$ cat config.mk
export PLATFORM = sky130hd
export DESIGN_NAME = stop_mode_select
export DESIGN_NICKNAME = d
export VERILOG_FILES = /design/src/stop_mode_pkg.sv /design/src/stop_mode_decode.sv /design/src/stop_mode_select.sv
export VERILOG_INCLUDE_DIRS = /design/src
export SDC_FILE = /design/constraint.sdc
export NUM_CORES = 1
export LEC_CHECK = 0
export BUFFER_PORTS_ARGS = -buffer_cell sky130_fd_sc_hd__buf_4
export CORE_MARGIN = 2
export CORE_UTILIZATION = 56
export CTS_BUF_LIST = sky130_fd_sc_hd__clkbuf_4
export CTS_CLUSTER_DIAMETER = 80
export DETAILED_ROUTE_END_ITERATION = 7
export PLACE_DENSITY = 0.86
export SKIP_LAST_GASP = 1
export SLEW_MARGIN = 20
export SYNTH_ARGS = -nofsm -noshare
export SYNTH_HDL_FRONTEND = slang
export SYNTH_SLANG_ARGS = --single-unit
$ cat constraint.sdc
create_clock -name i_ref_clk -period 2.6 [get_ports i_ref_clk]
set_input_delay 0.26 -clock i_ref_clk [delete_from_list [all_inputs] [get_ports i_ref_clk]]
set_output_delay 0.26 -clock i_ref_clk [all_outputs]
set_load 0.02 [all_outputs]
$ cat src/stop_mode_params.svh
// Constants for the stop-mode selection and exit controller
`ifndef STOP_MODE_PARAMS_SVH
`define STOP_MODE_PARAMS_SVH

// Clock period in ns (100 MHz core clock)
`define SMS_CLK_PERIOD_NS      10
// Number of wake-up interrupt sources
`define SMS_WAKE_SRC_NUM       6
// Bit positions of the wake-up sources
`define SMS_WAKE_RTC           0
`define SMS_WAKE_LOWVOLT       1
`define SMS_WAKE_COMPARATOR    2
`define SMS_WAKE_ADC           3
`define SMS_WAKE_SERIAL        4
`define SMS_WAKE_PIN           5
// Reset values of the control bits
`define SMS_STOP_ALLOW_RST     1'b0
`define SMS_DEBUG_ALLOW_RST    1'b0
// Reset request pulse length minus one, in cycles
`define SMS_RESET_PULSE_CYC    4'h4

`endif

$ cat src/stop_mode_pkg.sv
// Types for the stop-mode selection and exit controller
package stop_mode_pkg;

  // Outcome of a stop instruction
  typedef enum logic [2:0]
  {
    MODE_NONE        = 3'h0,
    MODE_ILLEGAL     = 3'h1,
    MODE_RET_DEBUG   = 3'h2,
    MODE_RET_REGUL   = 3'h3,
    MODE_RET_PLAIN   = 3'h4,
    MODE_PARTIAL_PD  = 3'h5
  } stop_outcome_type;

  // Controller states
  typedef enum logic [2:0]
  {
    ST_RUN           = 3'h0,
    ST_RETAINED      = 3'h1,
    ST_PARTIAL       = 3'h2,
    ST_RESET_REQ     = 3'h3,
    ST_WAKE_IRQ      = 3'h4
  } sms_state_type;

  // Configuration bits gathered as one carrier
  typedef struct packed
  {
    logic stop_instruction_allow;
    logic debug_mode_allow;
    logic lowvolt_detect_on;
    logic lowvolt_detect_in_stop;
    logic partial_powerdown_select;
  } stop_cfg_type;

  // Power controls held during stop
  typedef struct packed
  {
    logic debug_clk_on;
    logic regulator_full;
    logic adc_run_ok;
    logic cmp_bg_ok;
    logic hold_state;
  } stop_ctrl_type;

endpackage

$ cat src/stop_mode_decode.sv
// Combinational decoder from control bits to stop outcome
`timescale 1ns/1ns
`default_nettype none
module stop_mode_decode
  import stop_mode_pkg::*;
(
  input  wire stop_cfg_type     i_cfg,
  output var  stop_outcome_type o_outcome
);

  ////////////////////////////////////////////////////////////////////////
  // Priority: stop allow, then debug, then low-voltage pair, then select
  always_comb
  begin
    if (!i_cfg.stop_instruction_allow)
      o_outcome = MODE_ILLEGAL;
    else if (i_cfg.debug_mode_allow)
      o_outcome = MODE_RET_DEBUG;
    else if (i_cfg.lowvolt_detect_on && i_cfg.lowvolt_detect_in_stop)
      o_outcome = MODE_RET_REGUL;
    else if (i_cfg.partial_powerdown_select)
      o_outcome = MODE_PARTIAL_PD;
    else
      o_outcome = MODE_RET_PLAIN;
  end

endmodule // stop_mode_decode
`default_nettype wire

$ cat src/stop_mode_select.sv
// Stop-mode selection, entry and exit controller
//
// Contract
// - Stop disallowed: stop instruction causes reset
// - Debug allowed: retained stop with debug
// - Both low-voltage bits: retained, regulator on
// - Otherwise select picks retained or partial
// - Mode entered only on stop instruction
// - Retained stop holds all state unchanged
// - Exit by reset pin, or by wake interrupts from retained stop only
// - Reset pin exit gives full reset
// - Interrupt exit takes its vector, no reset
// - Converter runs in stop only if detector on
// - Comparator bandgap only if detector on
// - Debug entry from run needs debug allow
// - Debug allow keeps debug clocks in stop
// - Debug allow keeps regulator fully on
// - Debug allow written only by debug commands
`timescale 1ns/1ns
`default_nettype none
`include "stop_mode_params.svh"
module stop_mode_select
  import stop_mode_pkg::*;
#(
  parameter int WAKE_NUM = `SMS_WAKE_SRC_NUM
)
(
  input  wire logic                i_ref_clk,
  input  wire logic                i_rstn,
  input  wire logic                i_stop_exec,
  input  wire logic                i_stop_instruction_allow,
  input  wire logic                i_dbg_cmd_wr,
  input  wire logic                i_dbg_cmd_allow,
  input  wire logic                i_lowvolt_detect_on,
  input  wire logic                i_lowvolt_detect_in_stop,
  input  wire logic                i_partial_powerdown_select,
  input  wire logic                i_reset_pin_n,
  input  wire logic [WAKE_NUM-1:0] i_wake_irq,
  input  wire logic                i_bkgd_req,
  output var  logic                o_reset_req,
  output var  logic                o_wake_irq,
  output var  logic [WAKE_NUM-1:0] o_wake_src,
  output var  logic                o_in_retained,
  output var  logic                o_in_partial,
  output var  logic                o_bkgd_enter,
  output var  logic                o_debug_mode_allow,
  output var  stop_ctrl_type       o_stop_ctrl
);

  // Elaboration check: wake vector must cover the listed sources
  if (WAKE_NUM < `SMS_WAKE_SRC_NUM)
  begin : g_bad_wake
    $error("WAKE_NUM too small for listed wake sources");
  end

  ////////////////////////////////////////////////////////////////////////
  // Declarations
  sms_state_type    state_ff, nxt_state;       // Controller state
  stop_outcome_type outcome;                   // Decoded stop outcome
  stop_cfg_type     cfg;                       // Live configuration
  stop_ctrl_type    ctrl_ff, nxt_ctrl;         // Controls held in stop
  logic             dbg_allow_ff, nxt_dbg_allow;   // Debug allow bit
  logic [3:0]       rst_cnt_ff, nxt_rst_cnt;   // Reset pulse counter
  logic             rst_req_ff, nxt_rst_req;   // Reset request
  logic             irq_ff, nxt_irq;           // Wake interrupt pulse
  logic [WAKE_NUM-1:0] src_ff, nxt_src;        // Waking source(s)
  logic             bkgd_ff, nxt_bkgd;         // Background entry pulse
  logic             in_ret_ff, in_part_ff;     // Mode flags

  // Any listed wake source pending
  function automatic logic any_wake(input logic [WAKE_NUM-1:0] v);
    any_wake = |v;
  endfunction

  ////////////////////////////////////////////////////////////////////////
  // Configuration carrier and outcome decode
  always_comb
  begin
    cfg.stop_instruction_allow   = i_stop_instruction_allow;
    cfg.debug_mode_allow         = dbg_allow_ff;
    cfg.lowvolt_detect_on        = i_lowvolt_detect_on;
    cfg.lowvolt_detect_in_stop   = i_lowvolt_detect_in_stop;
    cfg.partial_powerdown_select = i_partial_powerdown_select;
  end

  stop_mode_decode u_decode
  (
    .i_cfg     (cfg),
    .o_outcome (outcome)
  );

  ////////////////////////////////////////////////////////////////////////
  // Debug allow bit: only the debug command port can change it,
  // so program code has no path to it
  always_comb
  begin
    nxt_dbg_allow = dbg_allow_ff;
    if (i_dbg_cmd_wr)
      nxt_dbg_allow = i_dbg_cmd_allow;
  end

  always_ff @(posedge i_ref_clk or negedge i_rstn)
  begin
    if (!i_rstn)
      dbg_allow_ff <= `SMS_DEBUG_ALLOW_RST;
    else
      dbg_allow_ff <= nxt_dbg_allow;
  end

  ////////////////////////////////////////////////////////////////////////
  // Main sequencer: entry, hold and exit
  always_comb
  begin
    nxt_state   = state_ff;
    nxt_ctrl    = ctrl_ff;
    nxt_rst_cnt = rst_cnt_ff;
    nxt_rst_req = 1'b0;
    nxt_irq     = 1'b0;
    nxt_src     = src_ff;
    nxt_bkgd    = 1'b0;
    case (state_ff)
      ST_RUN:
      begin
        // Background entry from run is gated by the allow bit
        nxt_bkgd = i_bkgd_req && dbg_allow_ff;
        nxt_ctrl = '0;
        // Only the stop instruction starts a transition
        if (i_stop_exec)
        begin
          case (outcome)
            MODE_ILLEGAL:
            begin
              nxt_state   = ST_RESET_REQ;
              nxt_rst_cnt = `SMS_RESET_PULSE_CYC;
              nxt_rst_req = 1'b1;
            end
            MODE_PARTIAL_PD:
              nxt_state = ST_PARTIAL;
            MODE_RET_DEBUG, MODE_RET_REGUL, MODE_RET_PLAIN:
            begin
              nxt_state = ST_RETAINED;
              nxt_ctrl.hold_state     = 1'b1;
              nxt_ctrl.debug_clk_on   = (outcome == MODE_RET_DEBUG);
              nxt_ctrl.regulator_full = (outcome == MODE_RET_DEBUG)
                                     || (outcome == MODE_RET_REGUL);
              // Analog blocks may run only if detector was on at entry
              nxt_ctrl.adc_run_ok = (outcome == MODE_RET_REGUL);
              nxt_ctrl.cmp_bg_ok = (outcome == MODE_RET_REGUL);
            end
            default:
              nxt_state = ST_RUN;
          endcase
        end
      end
      ST_RETAINED:
      begin
        // Controls frozen; reset pin wins over interrupts
        if (!i_reset_pin_n)
        begin
          nxt_state   = ST_RESET_REQ;
          nxt_rst_cnt = `SMS_RESET_PULSE_CYC;
          nxt_rst_req = 1'b1;
          nxt_ctrl    = '0;
        end
        else if (any_wake(i_wake_irq))
        begin
          nxt_state = ST_WAKE_IRQ;
          nxt_irq   = 1'b1;
          nxt_src   = i_wake_irq;
          nxt_ctrl  = '0;
        end
      end
      ST_PARTIAL:
      begin
        // Partial power-down leaves only through the reset pin
        if (!i_reset_pin_n)
        begin
          nxt_state   = ST_RESET_REQ;
          nxt_rst_cnt = `SMS_RESET_PULSE_CYC;
          nxt_rst_req = 1'b1;
        end
      end
      ST_RESET_REQ:
      begin
        // Hold reset for the pulse length, then while pin held
        nxt_rst_req = 1'b1;
        if (rst_cnt_ff != 4'h0)
          nxt_rst_cnt = rst_cnt_ff - 4'h1;
        else if (i_reset_pin_n)
        begin
          nxt_rst_req = 1'b0;
          nxt_state   = ST_RUN;
        end
      end
      ST_WAKE_IRQ:
        nxt_state = ST_RUN;
      default:
        nxt_state = ST_RUN;
    endcase
  end

  ////////////////////////////////////////////////////////////////////////
  // Sequencer registers
  always_ff @(posedge i_ref_clk or negedge i_rstn)
  begin
    if (!i_rstn)
    begin
      state_ff   <= ST_RUN;
      ctrl_ff    <= '0;
      rst_cnt_ff <= 4'h0;
      rst_req_ff <= 1'b0;
      irq_ff     <= 1'b0;
      src_ff     <= '0;
      bkgd_ff    <= 1'b0;
      in_ret_ff  <= 1'b0;
      in_part_ff <= 1'b0;
    end
    else
    begin
      state_ff   <= nxt_state;
      ctrl_ff    <= nxt_ctrl;
      rst_cnt_ff <= nxt_rst_cnt;
      rst_req_ff <= nxt_rst_req;
      irq_ff     <= nxt_irq;
      src_ff     <= nxt_src;
      bkgd_ff    <= nxt_bkgd;
      in_ret_ff  <= (nxt_state == ST_RETAINED);
      in_part_ff <= (nxt_state == ST_PARTIAL);
    end
  end

  ////////////////////////////////////////////////////////////////////////
  // Outputs straight from flip-flops
  always_comb
  begin
    o_reset_req        = rst_req_ff;
    o_wake_irq         = irq_ff;
    o_wake_src         = src_ff;
    o_in_retained      = in_ret_ff;
    o_in_partial       = in_part_ff;
    o_bkgd_enter       = bkgd_ff;
    o_debug_mode_allow = dbg_allow_ff;
    o_stop_ctrl        = ctrl_ff;
  end
endmodule // stop_mode_select
`default_nettype wire

==> results.md <==
- Status: completed
- Final WL: 2360 um
- Via count: 865
- Family with the most delay on the worst path: simple AND/OR/NAND/NOR gates
- Worst Path Buf+Inv: 0
- GRT Resource Usage Total: 0.235
- Grt ovf: 0
- Slew HR: 0.549
- Cell area after synthesis: 1100 um2
- Synthesized flop and latch total: 23
- Initial antenna violation count: 0
- Clock-pin transition on the worst setup and hold timing paths: approximately 0.13 ns
- Mapped Cells: between 90 and 100
- Synth area leaders: dfrtp_1 52%, mux2_4 8.2%, nand2_1 3.8%, a21oi_1 2.7%, a22o_1 2.4%
- Max incr delay on CP: 0.51 ns
- # Max-Cap Violations: 0
- PD cells: between 1000 and 1500 nW/um2
- Nets: 150
- CP startpoint: state_ff[2]$_DFF_PN0_
- Starting Density: 0.577
- Detailed Place HPWL: roughly 1800 um
- PostCTS Resize Cnt: 0
- Max Transition Viols Final: 0
- Post-synth cell types: 34
- Drt drc: 0
- IO Pins: 34
- Tmin final: roughly 1.9 ns
- Height of the die: roughly 48 um
- RSZ-0062 raised after global routing: no
- H-tree Lvls: 1
- Final period utilization: 0.745
- Vias per cell: between 5 and 6
- Slew @ Worst Pin: 0.668 ns
- WL/cell: 14.9 um
- CTS tree: done
- R2r endpoint: o_wake_src[5]$_DFFE_PN0P_
- Post-synthesis sequential area ratio: 0.525
- Final setup margin: 0.662 ns
- Die area: 2330 um2
- P_leak: 0.661 nW
- FMAX: between 500 and 600 MHz
- GP Congestion: approximately 0.8
- Crit-path cells: nor2_1 -> nand2_1 -> nor3b_4 -> mux2_4
- Area Overhead vs Synth: 27.4%
- ANT nets after route: 0
- CP max-delay cell: dfrtp_1
- Worst skew pair latency: roughly 0.31 ns
- Synth warnings: 0
- Final hold vios: 0
- CTS max path bufs: 2
- Top-area cell type share of the netlist area: 0.525
- Most common cell after layout, fill and taps aside: buf_4
- Pre-CTS setup slack: between 0.6 and 0.7 ns
- Share of cells above drive strength 1: 0.374
- Worst hold slack: about 0.17 ns
- Final clock skew: 0.00432 ns
- Worst-path fanout max: 10
- Largest area contributor in the netlist: dfrtp_1
- Final setup vio count: 0
- Worst EP required: 2.80 ns
- Worst vdd ir: 0.617 mV
- Number of synthesized flops with an enable pin: 0
- Die W: 48.3 um
- First-pass GRT wire length: 3710 um
- Crit path to: o_wake_src[5]$_DFFE_PN0P_
- Setup crit end kind: flop
- Crit start category: flop
- Total negative slack: 0 ns
- Clock Sink Count: 23
- Clock root buffer: clkbuf_4
- Largest net degree at the start of global routing: 24
- R2r worst-path depth: 4
- Crit Path Category: flop to flop
- CTS Buf Count: 3
- Rows: 16
- Syn_area_per_cell: 11.3 um2
- FF-to-FF setup slack: 0.66 ns
- Vias in the first global route: 869
- Async SR Flop Fraction: 1.00
- Worst Hold Class: input port to flop
- Initial DRC Count: 16
- Crit path DAT: 2.14 ns
- Reg2reg start: state_ff[2]$_DFF_PN0_
- Antenna cell count: 0
- Most frequent cells in the layout: 33 x buf_4, 23 x dfrtp_1, 11 x nand2_1
- Synthesized Nets: 115
- Drt pass-1 iters: 4
- Most used flip-flop cell after synthesis: dfrtp_1
- Buffers on Ports: 33
- Critical path depth: 4
- Core footprint: ~1900 um2
- Post-Route Utilization: 0.735
[final cells by class]
type | instances | area (um2)
flip-flops and latches | 23 | 576
well taps | 27 | 33.8
multi-input cells | 66 | 488
fillers | 135 | 504
clock inverters | 1 | 5.00
clock buffers | 3 | 22.5
inverters | 4 | 15.0
repair buffers | 34 | 258
[through the flow]
stage | area (um2) | total power, mW | std cells
final | 1400 | 1.52 | 158
after global routing | 1400 | 1.64 | 158
after CTS | 1400 | 1.53 | 158
after detailed placement | 1360 | 1.36 | 153
after global placement | 1360 | 1.33 | 153
after floorplan | 1100 | 1.10 | 97
[worst register-to-register path, delay by kind of cell (launching register included)]
| kind | cells | cell delay, ns |
|---|---|---|
| AND/OR/NAND/NOR | 3 | 0.97 |
| flip-flops | 1 | 0.51 |
| multiplexers | 1 | 0.35 |
[power breakdown]
part | switching (mW) | total [mW] | internal, mW
Combinational | 0.377 | 0.740 | 0.363
Clock | 0.106 | 0.164 | 0.0574
Sequential | 0.121 | 0.615 | 0.494
Total | 0.604 | 1.52 | 0.914
[state kept, by name, summed over array words and instances (netlist names)]
| name | flops |
|---|---|
| o_in_retained | 1 |
| state_ff | 3 |
| rst_cnt_ff | 4 |
| o_reset_req | 1 |
| o_stop_ctrl | 4 |
| o_bkgd_enter | 1 |
| o_wake_irq | 1 |
| o_debug_mode_allow | 1 |
| o_wake_src | 6 |
| o_in_partial | 1 |
[worst min-delay path by stage]
stage | from | to | slack, ns | cells past startpoint
after floorplan | i_rstn | o_bkgd_enter$_DFF_PN0_ | -0.04 | 0
after global placement | i_rstn | o_stop_ctrl[4]$_DFFE_PN0P_ | 0.16 | 1
after detailed placement | i_rstn | o_stop_ctrl[4]$_DFFE_PN0P_ | 0.17 | 1
after CTS | i_dbg_cmd_allow | o_debug_mode_allow$_DFFE_PN0P_ | 0.17 | 2
after global routing | i_dbg_cmd_allow | o_debug_mode_allow$_DFFE_PN0P_ | 0.15 | 2
final | i_dbg_cmd_allow | o_debug_mode_allow$_DFFE_PN0P_ | 0.17 | 2
[synthesized netlist by cell type, types with 2 or more instances]
master and instances:
dfrtp_1 23, or4_1 2, a21o_1 2, mux2_4 6, clkbuf_1 3, nand3_1 5, nand2_1 11, a22o_1 3
nor2_1 2, nor4b_1 2, nor3b_1 2, o21ai_0 5, and2_1 2, a21oi_1 6, inv_1 4
[cell families (layout without fill, tap and decap cells)]
logic type               count (synthesis)  in the layout  share of synthesized area
AND/OR/NAND/NOR                         34             34                      0.190
buffers and inverters                    8             42                     0.0308
adder cells (fa/ha/maj)                  1              1                     0.0114
flip-flops                              23             23                      0.525
AO/OA/AOI/OAI                           22             22                      0.133
XOR/XNOR                                 1              1                    0.00798
multiplexers                             8              8                      0.101
[layer usage]
layer  part of all wire  vias up  GRT usage
li1                   -      419          -
met1               0.43      416      0.280
met2               0.50       24      0.395
met3              0.039        6     0.0444
met4              0.025        0      0.130
met5                  0        -          0
[what timing repair did]
action | in CTS | in global routing
setup buffers | 0 | 0
endpoints found under the hold margin | 23 | 0
hold buffers | 1 | 0
No activity file was read; power rests on OpenSTA's default activity.
